**config.mk**
```make
export PLATFORM = sky130hd
export DESIGN_NAME = status_event_aggregator
export DESIGN_NICKNAME = d
export VERILOG_FILES = /design/src/hw/status_pkg.sv /design/src/hw/event_bus_if.sv /design/src/hw/event_latch.sv /design/src/hw/status_event_aggregator.sv
export SDC_FILE = /design/constraint.sdc
export NUM_CORES = 1
export LEC_CHECK = 0
export BUFFER_PORTS_ARGS = -buffer_cell sky130_fd_sc_hd__buf_4
export CORE_MARGIN = 4
export CORE_UTILIZATION = 59
export DETAILED_ROUTE_END_ITERATION = 10
export HOLD_SLACK_MARGIN = 0.02
export PLACE_DENSITY = 0.84
export SYNTH_ARGS = -nofsm -noshare
export SYNTH_HDL_FRONTEND = slang
export SYNTH_SLANG_ARGS = --single-unit
```
**constraint.sdc**
```tcl
create_clock -name clk -period 3.8 [get_ports clk]
set_input_delay 0.19 -clock clk [delete_from_list [all_inputs] [get_ports clk]]
set_output_delay 0.19 -clock clk [all_outputs]
set_load 0.01 [all_outputs]
```
**src/hw/status_pkg.sv**
```systemverilog
// package: constants and register map of the status event aggregator
package status_pkg;
    // ****************************************************************
    // register selectors on the command port
    // ****************************************************************
    localparam logic [2:0] SEL_PPE      = 3'h0;
    localparam logic [2:0] SEL_DEV_COND = 3'h1;
    localparam logic [2:0] SEL_DEV_EVT  = 3'h2;
    localparam logic [2:0] SEL_QUE_COND = 3'h3;
    localparam logic [2:0] SEL_QUE_EVT  = 3'h4;
    localparam logic [2:0] SEL_ESR      = 3'h5;
    localparam logic [2:0] SEL_ESE      = 3'h6;
    localparam logic [2:0] SEL_IST      = 3'h7;

    // ****************************************************************
    // field positions
    // ****************************************************************
    localparam int DEV_CONN_A  = 1;
    localparam int DEV_CONN_B  = 2;
    localparam int DEV_ERR_A   = 3;
    localparam int DEV_ERR_B   = 4;
    localparam int DEV_REAR_A  = 5;
    localparam int DEV_REAR_B  = 6;
    localparam int DEV_CONN_C  = 7;
    localparam int DEV_CONN_D  = 8;
    localparam int DEV_ERR_C   = 9;
    localparam int DEV_ERR_D   = 10;
    localparam int DEV_REAR_C  = 11;
    localparam int DEV_REAR_D  = 12;
    localparam int DEV_KEY     = 14;
    localparam int QUE_POWER   = 3;
    localparam int QUE_WINDOW  = 4;
    localparam int QUE_CAL     = 8;
    localparam int QUE_POST    = 9;
    localparam int QUE_WARN    = 14;
    localparam int ESR_OPC     = 0;
    localparam int ESR_QUERY   = 2;
    localparam int ESR_DEVDEP  = 3;
    localparam int ESR_EXEC    = 4;
    localparam int ESR_CMD     = 5;
    localparam int ESR_USER    = 6;
    localparam int ESR_PON     = 7;
    localparam int STB_DEV     = 1;
    localparam int STB_QUE     = 3;
    localparam int STB_ESB     = 5;

    // ****************************************************************
    // masks of used bits and reset values
    // ****************************************************************
    localparam logic [15:0] DEV_USED_MASK = 16'h5ffe;
    localparam logic [15:0] QUE_USED_MASK = 16'h4318;
    localparam logic [7:0]  ESR_USED_MASK = 8'hfd;
    localparam logic [7:0]  PPE_RESET     = 8'h00;
    localparam logic [7:0]  ESE_RESET     = 8'h00;
    localparam logic [15:0] EVT16_RESET   = 16'h0000;
    localparam logic [7:0]  ESR_RESET     = 8'h80;

    // ****************************************************************
    // error numbers queued per error class
    // ****************************************************************
    localparam logic signed [15:0] ERRNO_CMD    = -16'sd100;
    localparam logic signed [15:0] ERRNO_EXEC   = -16'sd200;
    localparam logic signed [15:0] ERRNO_DEVDEP = -16'sd300;
endpackage

```
**src/hw/event_bus_if.sv**
```systemverilog
// interface: condition, event and summary signals of one event register
`timescale 1ns/1ps
interface event_bus_if #(parameter int W = 16);
    logic [W-1:0] cond;
    logic [W-1:0] used;
    logic [W-1:0] enable;
    logic         clear;
    logic [W-1:0] event_q;
    logic         summary;
    modport owner (input cond, used, enable, clear,
                   output event_q, summary);
    modport user  (output cond, used, enable, clear,
                   input event_q, summary);
endinterface

```
**src/hw/event_latch.sv**
```systemverilog
// module: sticky event register with enable-gated summary
`timescale 1ns/1ps
module event_latch #(parameter int W = 16) (
    // clock and reset
    input wire logic  clk,
    input wire logic  rst_b,
    // event register signals
    event_bus_if.owner eb
);
    logic [W-1:0] evt;
    logic [W-1:0] next_evt;
    logic         sum;

    // ****************************************************************
    // latch and read clear, a new event wins over the clear
    // ****************************************************************
    assign next_evt = ((eb.clear ? '0 : evt) | eb.cond) & eb.used;
    assign eb.event_q = evt;
    assign eb.summary = sum;

    always_ff @(posedge clk or negedge rst_b) begin
        if (!rst_b) begin
            evt <= '0;
            sum <= 1'b0;
        end else begin
            evt <= next_evt;
            sum <= |(next_evt & eb.enable);
        end
    end
endmodule

```
**src/hw/status_event_aggregator.sv**
```systemverilog
// module: status reporting logic of a multi-sensor measuring instrument
//
// Operation
// - ist is or of stb and ppe
// - ist on parallel poll and query
// - ppe mask written and read back
// - device condition live, event latched since read
// - connected and error bits per sensor
// - front or rear port bits per sensor
// - key bit held and latched
// - bit 15 always reads zero
// - power window calibration summaries in questionable
// - bit 9 set on self test failure
// - esr event register read by query
// - ese enables esr summary, written read
// - esr bit 0 after opc completes
// - esr bit 2 on query error
// - esr bit 3 device error, queue number unless exec or cmd error in same cycle
// - esr bit 4 execution error, queue number unless cmd error in same cycle
// - esr bit 5 command error, queue number
// - esr bit 6 on local key
// - esr bit 7 at switch on
// - event read returns then clears
// - summary is or of enabled events
// - stb bit 5 from enabled esr bits
`timescale 1ns/1ps
module status_event_aggregator
    import status_pkg::*;
(
    // clock and reset
    input  wire logic               clk,
    input  wire logic               rst_b,
    // sensor and panel pins
    input  wire logic [3:0]         sensor_conn,
    input  wire logic [3:0]         sensor_err,
    input  wire logic [3:0]         sensor_rear,
    input  wire logic               key_held,
    input  wire logic               local_key,
    input  wire logic               post_fail,
    input  wire logic               warn,
    // sub-register summaries and other status byte sources
    input  wire logic               power_summary,
    input  wire logic               window_summary,
    input  wire logic               cal_summary,
    input  wire logic [7:0]         stb_other,
    // command engine events
    input  wire logic               opc_done,
    input  wire logic               query_err,
    input  wire logic               devdep_err,
    input  wire logic               exec_err,
    input  wire logic               cmd_err,
    // register command port
    input  wire logic               reg_wr,
    input  wire logic               reg_rd,
    input  wire logic [2:0]         reg_sel,
    input  wire logic [15:0]        reg_wdata,
    output logic [15:0]             reg_rdata,
    output logic                    reg_rvalid,
    // parallel poll
    input  wire logic               ppoll,
    output logic                    ist_resp,
    // status byte summaries
    output logic                    dev_summary,
    output logic                    que_summary,
    output logic                    esb,
    // error queue entry
    output logic                    err_push,
    output logic signed [15:0]      err_num
);
    // ****************************************************************
    // pin synchronisers: three stages, change taken when 2 and 3 agree
    // ****************************************************************
    localparam int NPIN = 20;
    logic [NPIN-1:0] pin_raw;
    logic [NPIN-1:0] s1;
    logic [NPIN-1:0] s2;
    logic [NPIN-1:0] s3;
    logic [NPIN-1:0] pin_q;
    logic [NPIN-1:0] next_pin_q;

    assign pin_raw = {warn, post_fail, local_key, key_held,
                      sensor_rear, sensor_err, sensor_conn,
                      power_summary, window_summary, cal_summary, 1'b0};

    genvar g;
    generate
        for (g = 0; g < NPIN; g++) begin : g_pin
            assign next_pin_q[g] = (s2[g] == s3[g]) ? s3[g] : pin_q[g];
        end
    endgenerate

    always_ff @(posedge clk or negedge rst_b) begin
        if (!rst_b) begin
            s1    <= '0;
            s2    <= '0;
            s3    <= '0;
            pin_q <= '0;
        end else begin
            s1    <= pin_raw;
            s2    <= s1;
            s3    <= s2;
            pin_q <= next_pin_q;
        end
    end

    logic       cal_q;
    logic       win_q;
    logic       pow_q;
    logic [3:0] conn_q;
    logic [3:0] err_q;
    logic [3:0] rear_q;
    logic       key_q;
    logic       lkey_q;
    logic       post_q;
    logic       warn_q;
    assign cal_q  = pin_q[1];
    assign win_q  = pin_q[2];
    assign pow_q  = pin_q[3];
    assign conn_q = pin_q[7:4];
    assign err_q  = pin_q[11:8];
    assign rear_q = pin_q[15:12];
    assign key_q  = pin_q[16];
    assign lkey_q = pin_q[17];
    assign post_q = pin_q[18];
    assign warn_q = pin_q[19];

    // ****************************************************************
    // writable ppe and ese masks, fixed device and questionable enables
    // ****************************************************************
    logic [7:0]  parallel_poll_enable;
    logic [7:0]  standard_event_enable;
    logic [15:0] dev_en;
    logic [15:0] que_en;
    logic        wr_ppe;
    logic        wr_ese;
    assign wr_ppe = reg_wr && reg_sel == SEL_PPE;
    assign wr_ese = reg_wr && reg_sel == SEL_ESE;
    assign dev_en = DEV_USED_MASK;
    assign que_en = QUE_USED_MASK;

    always_ff @(posedge clk or negedge rst_b) begin
        if (!rst_b) begin
            parallel_poll_enable <= PPE_RESET;
            standard_event_enable <= ESE_RESET;
        end else begin
            if (wr_ppe) parallel_poll_enable <= reg_wdata[7:0];
            if (wr_ese) standard_event_enable <= reg_wdata[7:0];
        end
    end

    // ****************************************************************
    // device status condition and event
    // ****************************************************************
    logic [15:0] dev_cond;
    assign dev_cond = {1'b0, key_q, 1'b0,
                       rear_q[3], rear_q[2],
                       err_q[3], err_q[2],
                       conn_q[3], conn_q[2],
                       rear_q[1], rear_q[0],
                       err_q[1], err_q[0],
                       conn_q[1], conn_q[0], 1'b0};

    event_bus_if #(.W(16)) dev_bus ();
    assign dev_bus.cond   = dev_cond;
    assign dev_bus.used   = DEV_USED_MASK;
    assign dev_bus.enable = dev_en;
    assign dev_bus.clear  = reg_rd && reg_sel == SEL_DEV_EVT;
    event_latch #(.W(16)) u_dev (
        .clk   (clk),
        .rst_b (rst_b),
        .eb    (dev_bus)
    );

    // ****************************************************************
    // questionable status condition and event
    // ****************************************************************
    logic [15:0] que_cond;
    assign que_cond = {1'b0, warn_q, 4'h0, post_q,
                       cal_q, 3'h0, win_q, pow_q, 3'h0};

    event_bus_if #(.W(16)) que_bus ();
    assign que_bus.cond   = que_cond;
    assign que_bus.used   = QUE_USED_MASK;
    assign que_bus.enable = que_en;
    assign que_bus.clear  = reg_rd && reg_sel == SEL_QUE_EVT;
    event_latch #(.W(16)) u_que (
        .clk   (clk),
        .rst_b (rst_b),
        .eb    (que_bus)
    );

    // ****************************************************************
    // standard event status register
    // ****************************************************************
    logic [7:0] standard_event_status;
    logic [7:0] next_esr;
    logic [7:0] esr_set;
    logic       lkey_d;
    logic       esr_clr;
    assign esr_clr = reg_rd && reg_sel == SEL_ESR;
    assign esr_set = {1'b0,
                      lkey_q & ~lkey_d,
                      cmd_err,
                      exec_err,
                      devdep_err,
                      query_err,
                      1'b0,
                      opc_done};
    assign next_esr = ((esr_clr ? 8'h00 : standard_event_status) | esr_set)
                      & ESR_USED_MASK;

    always_ff @(posedge clk or negedge rst_b) begin
        if (!rst_b) begin
            standard_event_status    <= ESR_RESET;
            lkey_d <= 1'b0;
        end else begin
            standard_event_status    <= next_esr;
            lkey_d <= lkey_q;
        end
    end

    // ****************************************************************
    // error queue entry
    // ****************************************************************
    logic               next_push;
    logic signed [15:0] next_num;
    assign next_push = cmd_err | exec_err | devdep_err;
    assign next_num  = cmd_err  ? ERRNO_CMD :
                       exec_err ? ERRNO_EXEC :
                                  ERRNO_DEVDEP;

    always_ff @(posedge clk or negedge rst_b) begin
        if (!rst_b) begin
            err_push <= 1'b0;
            err_num  <= 16'sh0000;
        end else begin
            err_push <= next_push;
            if (next_push) err_num <= next_num;
        end
    end

    // ****************************************************************
    // summaries, status byte and ist
    // ****************************************************************
    logic       esb_now;
    logic [7:0] stb;
    logic       ist_now;
    assign esb_now = |(standard_event_status & standard_event_enable);
    assign stb = {stb_other[7:6], esb_now, stb_other[4],
                  que_bus.summary, stb_other[2],
                  dev_bus.summary, 1'b0};
    assign ist_now = |(stb & parallel_poll_enable);

    always_ff @(posedge clk or negedge rst_b) begin
        if (!rst_b) begin
            dev_summary <= 1'b0;
            que_summary <= 1'b0;
            esb         <= 1'b0;
            ist_resp    <= 1'b0;
        end else begin
            dev_summary <= dev_bus.summary;
            que_summary <= que_bus.summary;
            esb         <= esb_now;
            ist_resp    <= ppoll & ist_now;
        end
    end

    // ****************************************************************
    // read port
    // ****************************************************************
    logic [15:0] rd_mux;
    assign rd_mux = (reg_sel == SEL_PPE)      ? {8'h00, parallel_poll_enable} :
                    (reg_sel == SEL_DEV_COND) ? dev_cond :
                    (reg_sel == SEL_DEV_EVT)  ? dev_bus.event_q :
                    (reg_sel == SEL_QUE_COND) ? que_cond :
                    (reg_sel == SEL_QUE_EVT)  ? que_bus.event_q :
                    (reg_sel == SEL_ESR)      ? {8'h00, standard_event_status} :
                    (reg_sel == SEL_ESE)      ? {8'h00, standard_event_enable} :
                    {15'h0000, ist_now};

    always_ff @(posedge clk or negedge rst_b) begin
        if (!rst_b) begin
            reg_rdata  <= 16'h0000;
            reg_rvalid <= 1'b0;
        end else begin
            reg_rvalid <= reg_rd;
            if (reg_rd) reg_rdata <= rd_mux;
        end
    end
endmodule

```
==> flow_summary.yaml, run 1 <==
drt:
  drc: 0
  routed_wl_um: 11000
  vias: 3500
  routedWlPerCell_um: 17.8
  antenna_left: 0
  post_drt_via_cell_ratio: 5.65
  dr.pass1.iters: 5
  drt_iter0_drc: 296
die:
  core_area_um2: 8680
  rows: 34
  start_util_pct: 60.6
  die_area_um2: 10500
  die_h_um: 102
  die_w_um: 102
  pin_count: 94
clock_network:
  cts_resized: 0
  root_buffer: "clkbuf_8"
  cts.sinks: 145
  clk_pin_slew_ns: 0.06
  worstSkewPairLatency_ns: 0.51
  cts_buffers: 17
  cts_setup_buffers: 0
  tritoncts: "built"
  htreeDepth: 4
  clock_tree.buffer_depth: 2
cells_and_area:
  final_core_util_pct: 78.4
  multi_input_area_um2: 1400
  fin_area_um2: 6810
  drive_gt1_share_pct: 27.0
  layout_common_cells: "dfrtp_1 (144), buf_4 (78), dlygate4sd3_1 (37)"
  diodes: 0
  n_fill_cell: 477
  area_growth_pct: 29.4
  layout_commonest_cell: "dfrtp_1"
  stdcell_count: 619
  nets: 554
  layout.area.seq_um2: 3630
setup_path:
  crit_path_max_fanout: 34
  end_kind: "flip-flop"
  startpoint_type: "input port"
  required_ns: 4.17
  cp.arrival_ns: 2.07
  critical_path_class: "in -> reg"
timing:
  skew_ns: 0.00548
  max_freq_mhz: 587
  min_period_ns: 1.70
  grt_setup_unrepaired: "no"
  final.setup.tns_ns: 0
  hold_violations: 0
  setup_viol_count_final: 0
  period_share_pct: 44.8
  worst_slew_pin_slew_ns: 1.06
  relSlewSlack_pct: 29.1
  holdWs_ns: 0.0481
  slew_violations: 0
placed_design:
  port_buffers: 77
  dp.cells: 550
  gp_congestion: 0.905
  place_area_um2: 5830
  dp_hpwl_um: 6800
yosys:
  syn_inst: 388
  synth-edff-count: 0
  synthDominantCellAreaShare_pct: 68.5
  ys_ff_latch: 145
  synth.area.top_cells: "dfrtp_1 (68%), maj3_1 (3.6%), mux2_2 (3.4%)"
  yosys_warnings: 0
  syn_area_um2: 5260
  ys_types: 45
  syn_avg_cell_area_um2: 13.6
  synth_area_leader_cell: "dfrtp_1"
  ys.flop_type: "dfrtp_1"
  synth_seq_area_share_pct: 69.0
  async_flop_share_pct: 100
grt:
  globalRouteTotalUtil_pct: 23.0
  grt_overflow: 0
  grt_pass1_wl_um: 18200
  first_global_vias: 3638
  grt_max_degree: 124
  grt_antenna_before_repair: 0
run:
  max_cap_violations: 0
power:
  p_leak_nw: 2.99
  powerDensity_nw_per_um2: 553
  vdd_ir_drop_max_mv: 0.344
worst_hold_path:
  hold_path_class: "in -> reg"
outcome:
  status: "finished clean"
-- synth_stat cells (all sizes together) (2+ instances only) --
| library cell | n |
|---|---|
| mux2 | 16 |
| o2bb2ai | 2 |
| o22ai | 8 |
| a31oi | 2 |
| or4 | 3 |
| mux2i | 2 |
| a211oi | 3 |
| o21ai | 11 |
| o41ai | 2 |
| a21o | 21 |
| nor4 | 2 |
| inv | 20 |
| and2 | 2 |
| clkbuf | 5 |
| maj3 | 19 |
| mux4 | 2 |
| nand3 | 9 |
| nor2b | 4 |
| a31o | 4 |
| a21oi | 13 |
| nor2 | 9 |
| nand2 | 31 |
| dfrtp | 144 |
| buf | 23 |
| a311oi | 3 |
| a22oi | 13 |
-- flip-flops by register name (all words and copies together), names as in the netlist --
register               cells
dev_summary                1
err_num                    5
err_push                   1
esb                        1
ist_resp                   1
lkey_d                     1
parallel_poll_enable       8
pin_q                     19
que_summary                1
reg_rdata                 14
reg_rvalid                 1
s1                        19
s2                        19
s3                        19
standard_event_enable      8
standard_event_status      7
u_dev.eb.event_q          13
u_dev.eb.summary           1
u_que.eb.event_q           5
u_que.eb.summary           1
-- path summary, 6_finish.rpt --
| path | depth (start not counted) | slack, ns | to | from |
|---|---|---|---|---|
| worst min-delay path | 3 | 0.05 | reg_rdata[3] | reg_sel[2] |
| worst max register to register | 3 | 2.19 | u_dev.eb.summary | u_dev.eb.event_q[10] |
| min in group asynchronous | 2 | 0.41 | err_num[5] | rst_b |
| worst max-delay path | 5 | 2.10 | u_dev.eb.summary | reg_rd |
| worst min register to register | 0 | 0.35 | s2[5] | s1[5] |
| max in group asynchronous | 3 | 2.44 | s1[1] | rst_b |
-- layout make-up --
cell class                 count  area share, %
tap                          108           1.98
clock buffer                  22           7.09
sequential                   145           53.3
clock inverter                10           1.80
multi-input combinational    198           20.5
timing repair buffer         116           14.2
inverter                      20           1.10
-- through the flow --
step,worst slack (ns),total power [W]
after floorplan,2.29,0.00194
after global placement,1.92,0.00209
after detailed placement,1.87,0.00210
after CTS,2.14,0.00379
after global routing,2.00,0.00392
final,2.10,0.00376
-- cells by family (layout without fill, tap and decap cells) --
kind of cell	Yosys count	count (layout)	synth area share, %
mux	20	20	4.66
other cells	1	4	0.0713
compound gates	88	88	11.6
buf+inv	48	168	4.71
simple gates	67	67	6.40
flops	145	145	69.0
fa+ha+maj	19	19	3.61
-- worst max-delay path, stage by stage --
cell and delay [ns]:
dlygate4sd3_1 0.54, buf_4 0.33, nand3_1 0.48, a21o_1 0.34, nand4bb_1 0.18
-- metal layers --
layer  vias to the layer above  track usage (%)  part of all wire [%]
met2                       155             37.7                    51
li1                       1564                -                     -
met4                         0             8.58                   1.4
met3                        17             5.39                   6.6
met1                      1764             30.0                    41
met5                         -                0                     0
-- timing repair --
item	CTS	global route
hold buffers	37	0
hold endpoints to repair	168	0
endpoints found under the setup margin	0	0
-- report_power, final --
group | total [W] | internal (W) | switching (W)
combinational | 0.000347 | 0.000185 | 0.000162
clock | 0.00165 | 0.00103 | 0.000618
sequential | 0.00177 | 0.00167 | 0.0000990
Note: power is estimated with default switching activity, not from simulation.
==> inputs of run 2 (changes only) <==
ABC_AREA = 1   (was not set)
CORE_UTILIZATION = 50   (was 59)
PLACE_DENSITY = 0.75   (was 0.84)
clock period = 1.4 ns   (was 3.8 ns; I/O delays follow)
==> run 2 against run 1 <==
Against the previous run:
- first-iteration DRC count decreased by 7.8%
- die area increased by 17%
- power increased to 2.8 times the previous value
- synthesized cell count increased by 23%
- via count increased by 9.1%
- clock power increased to 2.8 times the previous value
- highest routed layer unchanged
- clock skew decreased by 0.00051 ns
- flip-flop and latch count unchanged
==> flow_summary.yaml, run 2 <==
outcome:
  status: "finished clean"
clock_network:
  clk_pin_slew_ns: 0.06
  tritoncts: "built"
  htreeDepth: 4
  cts_buffers: 17
  root_buffer: "clkbuf_8"
  cts.sinks: 145
  clock_tree.buffer_depth: 2
  worstSkewPairLatency_ns: 0.52
timing:
  min_period_ns: 1.34
  hold_violations: 0
  grt_setup_unrepaired: "no"
  max_freq_mhz: 748
  setup_viol_count_final: 0
  slew_violations: 0
  setup_ws_ns: 0.0627
  final.setup.tns_ns: 0
  period_share_pct: 95.5
  skew_ns: 0.00497
grt:
  grt_pass1_wl_um: 19900
  grt_max_degree: 46
  globalRouteTotalUtil_pct: 20.5
  grt_antenna_before_repair: 0
  grt_overflow: 0
  first_global_vias: 3945
die:
  pin_count: 94
  die_area_um2: 12300
  core_area_um2: 10300
  die_w_um: 111
  start_util_pct: 51.4
  rows: 37
  die_h_um: 111
setup_path:
  end_kind: "flip-flop"
  r2r_slack_ns: 0.13
  crit_slowest_cell: "dlygate4sd3_1"
  crit_chain: "dlygate4sd3_1 -> buf_4 -> nor2_2 -> inv_1 -> nor2_4 -> nand2_1 -> o21ai_0 -> dlygate4sd3_1"
  required_ns: 1.85
  crit_top_cell: "dlygate4sd3_1"
  critical_path_class: "in -> reg"
  cpPeakStageDelay_ns: 0.56
  startpoint_type: "input port"
  cp.arrival_ns: 1.79
  crit_path_max_fanout: 3
  crit_family: "buffers and inverters"
  path_buf_inv: 4
yosys:
  synthDominantCellAreaShare_pct: 68.0
  synth_mux_area_share_pct: 0
  synth_seq_area_share_pct: 68.5
  syn_area_um2: 5300
  synthAdderAreaFrac_pct: 3.59
  synth-simple-area-share_pct: 14.3
  synth_top_family_by_area: "simple AND/OR/NAND/NOR gates"
  yosys_warnings: 0
  syn_avg_cell_area_um2: 11.1
  synth_most_common_cell: "dfrtp_1"
  synth_xor_area_share_pct: 0
  synth.area.top_cells: "dfrtp_1 (68%), nand2_1 (8.4%), maj3_1 (3.6%)"
  syn_inst: 476
  synth_compound_area_share_pct: 7.06
  ys.flop_type: "dfrtp_1"
  synth-edff-count: 0
  async_flop_share_pct: 100
  ys_ff_latch: 145
  synth_area_leader_cell: "dfrtp_1"
  ys_types: 31
  synth_common_cells: "dfrtp_1 (144), nand2_1 (118), inv_1 (49)"
drt:
  post_drt_via_cell_ratio: 5.00
  drt_iter0_drc: 273
  routed_wl_um: 11700
  routedWlPerCell_um: 15.3
  drc: 0
  antenna_left: 0
  dr.pass1.iters: 5
  vias: 3817
cells_and_area:
  layout_common_cells: "dfrtp_1 (144), nand2_1 (118), buf_4 (89)"
  multi_input_area_um2: 1350
  drive_gt1_share_pct: 23.8
  layout_commonest_cell: "dfrtp_1"
  n_fill_cell: 713
  layout.area.seq_um2: 3630
  area_growth_pct: 34.1
  diodes: 0
  nets: 670
placed_design:
  place_ws_ns: 0.00671
  gp_congestion: 0.887
  port_buffers: 77
  dp_hpwl_um: 7710
power:
  powerDensity_nw_per_um2: 1460
  p_leak_nw: 3.38
  vdd_ir_drop_max_mv: 0.861
run:
  max_cap_violations: 0
worst_hold_path:
  hold_path_class: "in -> async"
run 2: changes by cell type after synthesis, sizes merged, moves of 7 or more:
cell / previous run / this run
inv: 20 / 53
nor2: 9 / 26
nand2: 31 / 122
a21o: 21 / 1
o211ai: 1 / 8
o21ai: 11 / 27
a22oi: 13 / 0
mux2: 16 / 0
nand3: 9 / 18
run 2: where the power goes:
| part | total (W) | switching, W | internal [W] |
|---|---|---|---|
| Clock | 0.00458 | 0.00171 | 0.00287 |
| Combinational | 0.00106 | 0.000541 | 0.000517 |
| Sequential | 0.00475 | 0.000228 | 0.00452 |
run 2: kinds of logic (layout without fill, tap and decap cells):
| logic type | Yosys count | after routing |
|---|---|---|
| AOI/OAI and AO/OA | 61 | 61 |
| DFF | 145 | 145 |
| other | 1 | 4 |
| and+or+nand+nor | 176 | 176 |
| buffers and inverters | 74 | 222 |
| adders and majority gates | 19 | 19 |
run 2: worst reg2reg max path, cell delays in order, from the launching register on:
cell     delay (ns)
dfstp_2        0.54
nand2_1        0.05
nand2_1        0.07
nor2_1         0.05
nand2_1        0.08
nand2_1        0.07
nand2_1        0.07
nand2_1        0.05
nand2_1        0.05
nand2_1        0.07
a21oi_2        0.12
run 2: final cells by class:
cell class / count / area share, %
clock inverter: 11 / 2.13
clock buffer: 21 / 6.46
sequential: 145 / 51.0
timing repair buffer: 136 / 16.2
tap: 136 / 2.39
inverter: 54 / 2.85
multi-input combinational: 260 / 19.0
run 2: path summary, 6_finish.rpt:
kind                       cells after the start                startpoint                  endpoint
setup / recovery                               8                  exec_err                err_num[5]
hold / removal                                 2                     rst_b                     s1[3]
setup reg to reg                              10  standard_event_status[7]              reg_rdata[0]
hold reg to reg                                0                     s1[3]                     s2[3]
max in group asynchronous                      3                     rst_b  standard_event_status[2]
min in group clk                               5              stb_other[7]                  ist_resp
run 2: timing repair:
item / 4_1_cts / 5_1_grt
setup buffers: 0 / 0
hold endpoints to repair: 203 / 0
gates resized for setup: 0 / 3
endpoints found under the setup margin: 0 / 1
hold buffers: 45 / 0
run 2: metrics by stage:
step	utilization (%)	instances	cell area [um2]	power, W	hold WS (ns)
after detailed placement	58.5	686	6040	0.00572	0.0213
final	68.9	763	7110	0.0104	0.0408
after floorplan	-	479	5310	0.00522	-0.226
after global routing	68.9	763	7110	0.0108	0.0588
after global placement	58.5	686	6040	0.00567	0.0183
after CTS	68.8	763	7100	0.0104	0.0317
run 2: per-layer routing:
| metal | track usage, % | wire [um] | up-vias |
|---|---|---|---|
| li1 | - | - | 1782 |
| met1 | 27.0 | 4840 | 1884 |
| met2 | 33.0 | 5850 | 132 |
| met3 | 5.95 | 773 | 19 |
| met4 | 6.57 | 193 | 0 |
| met5 | 0 | 0 | - |
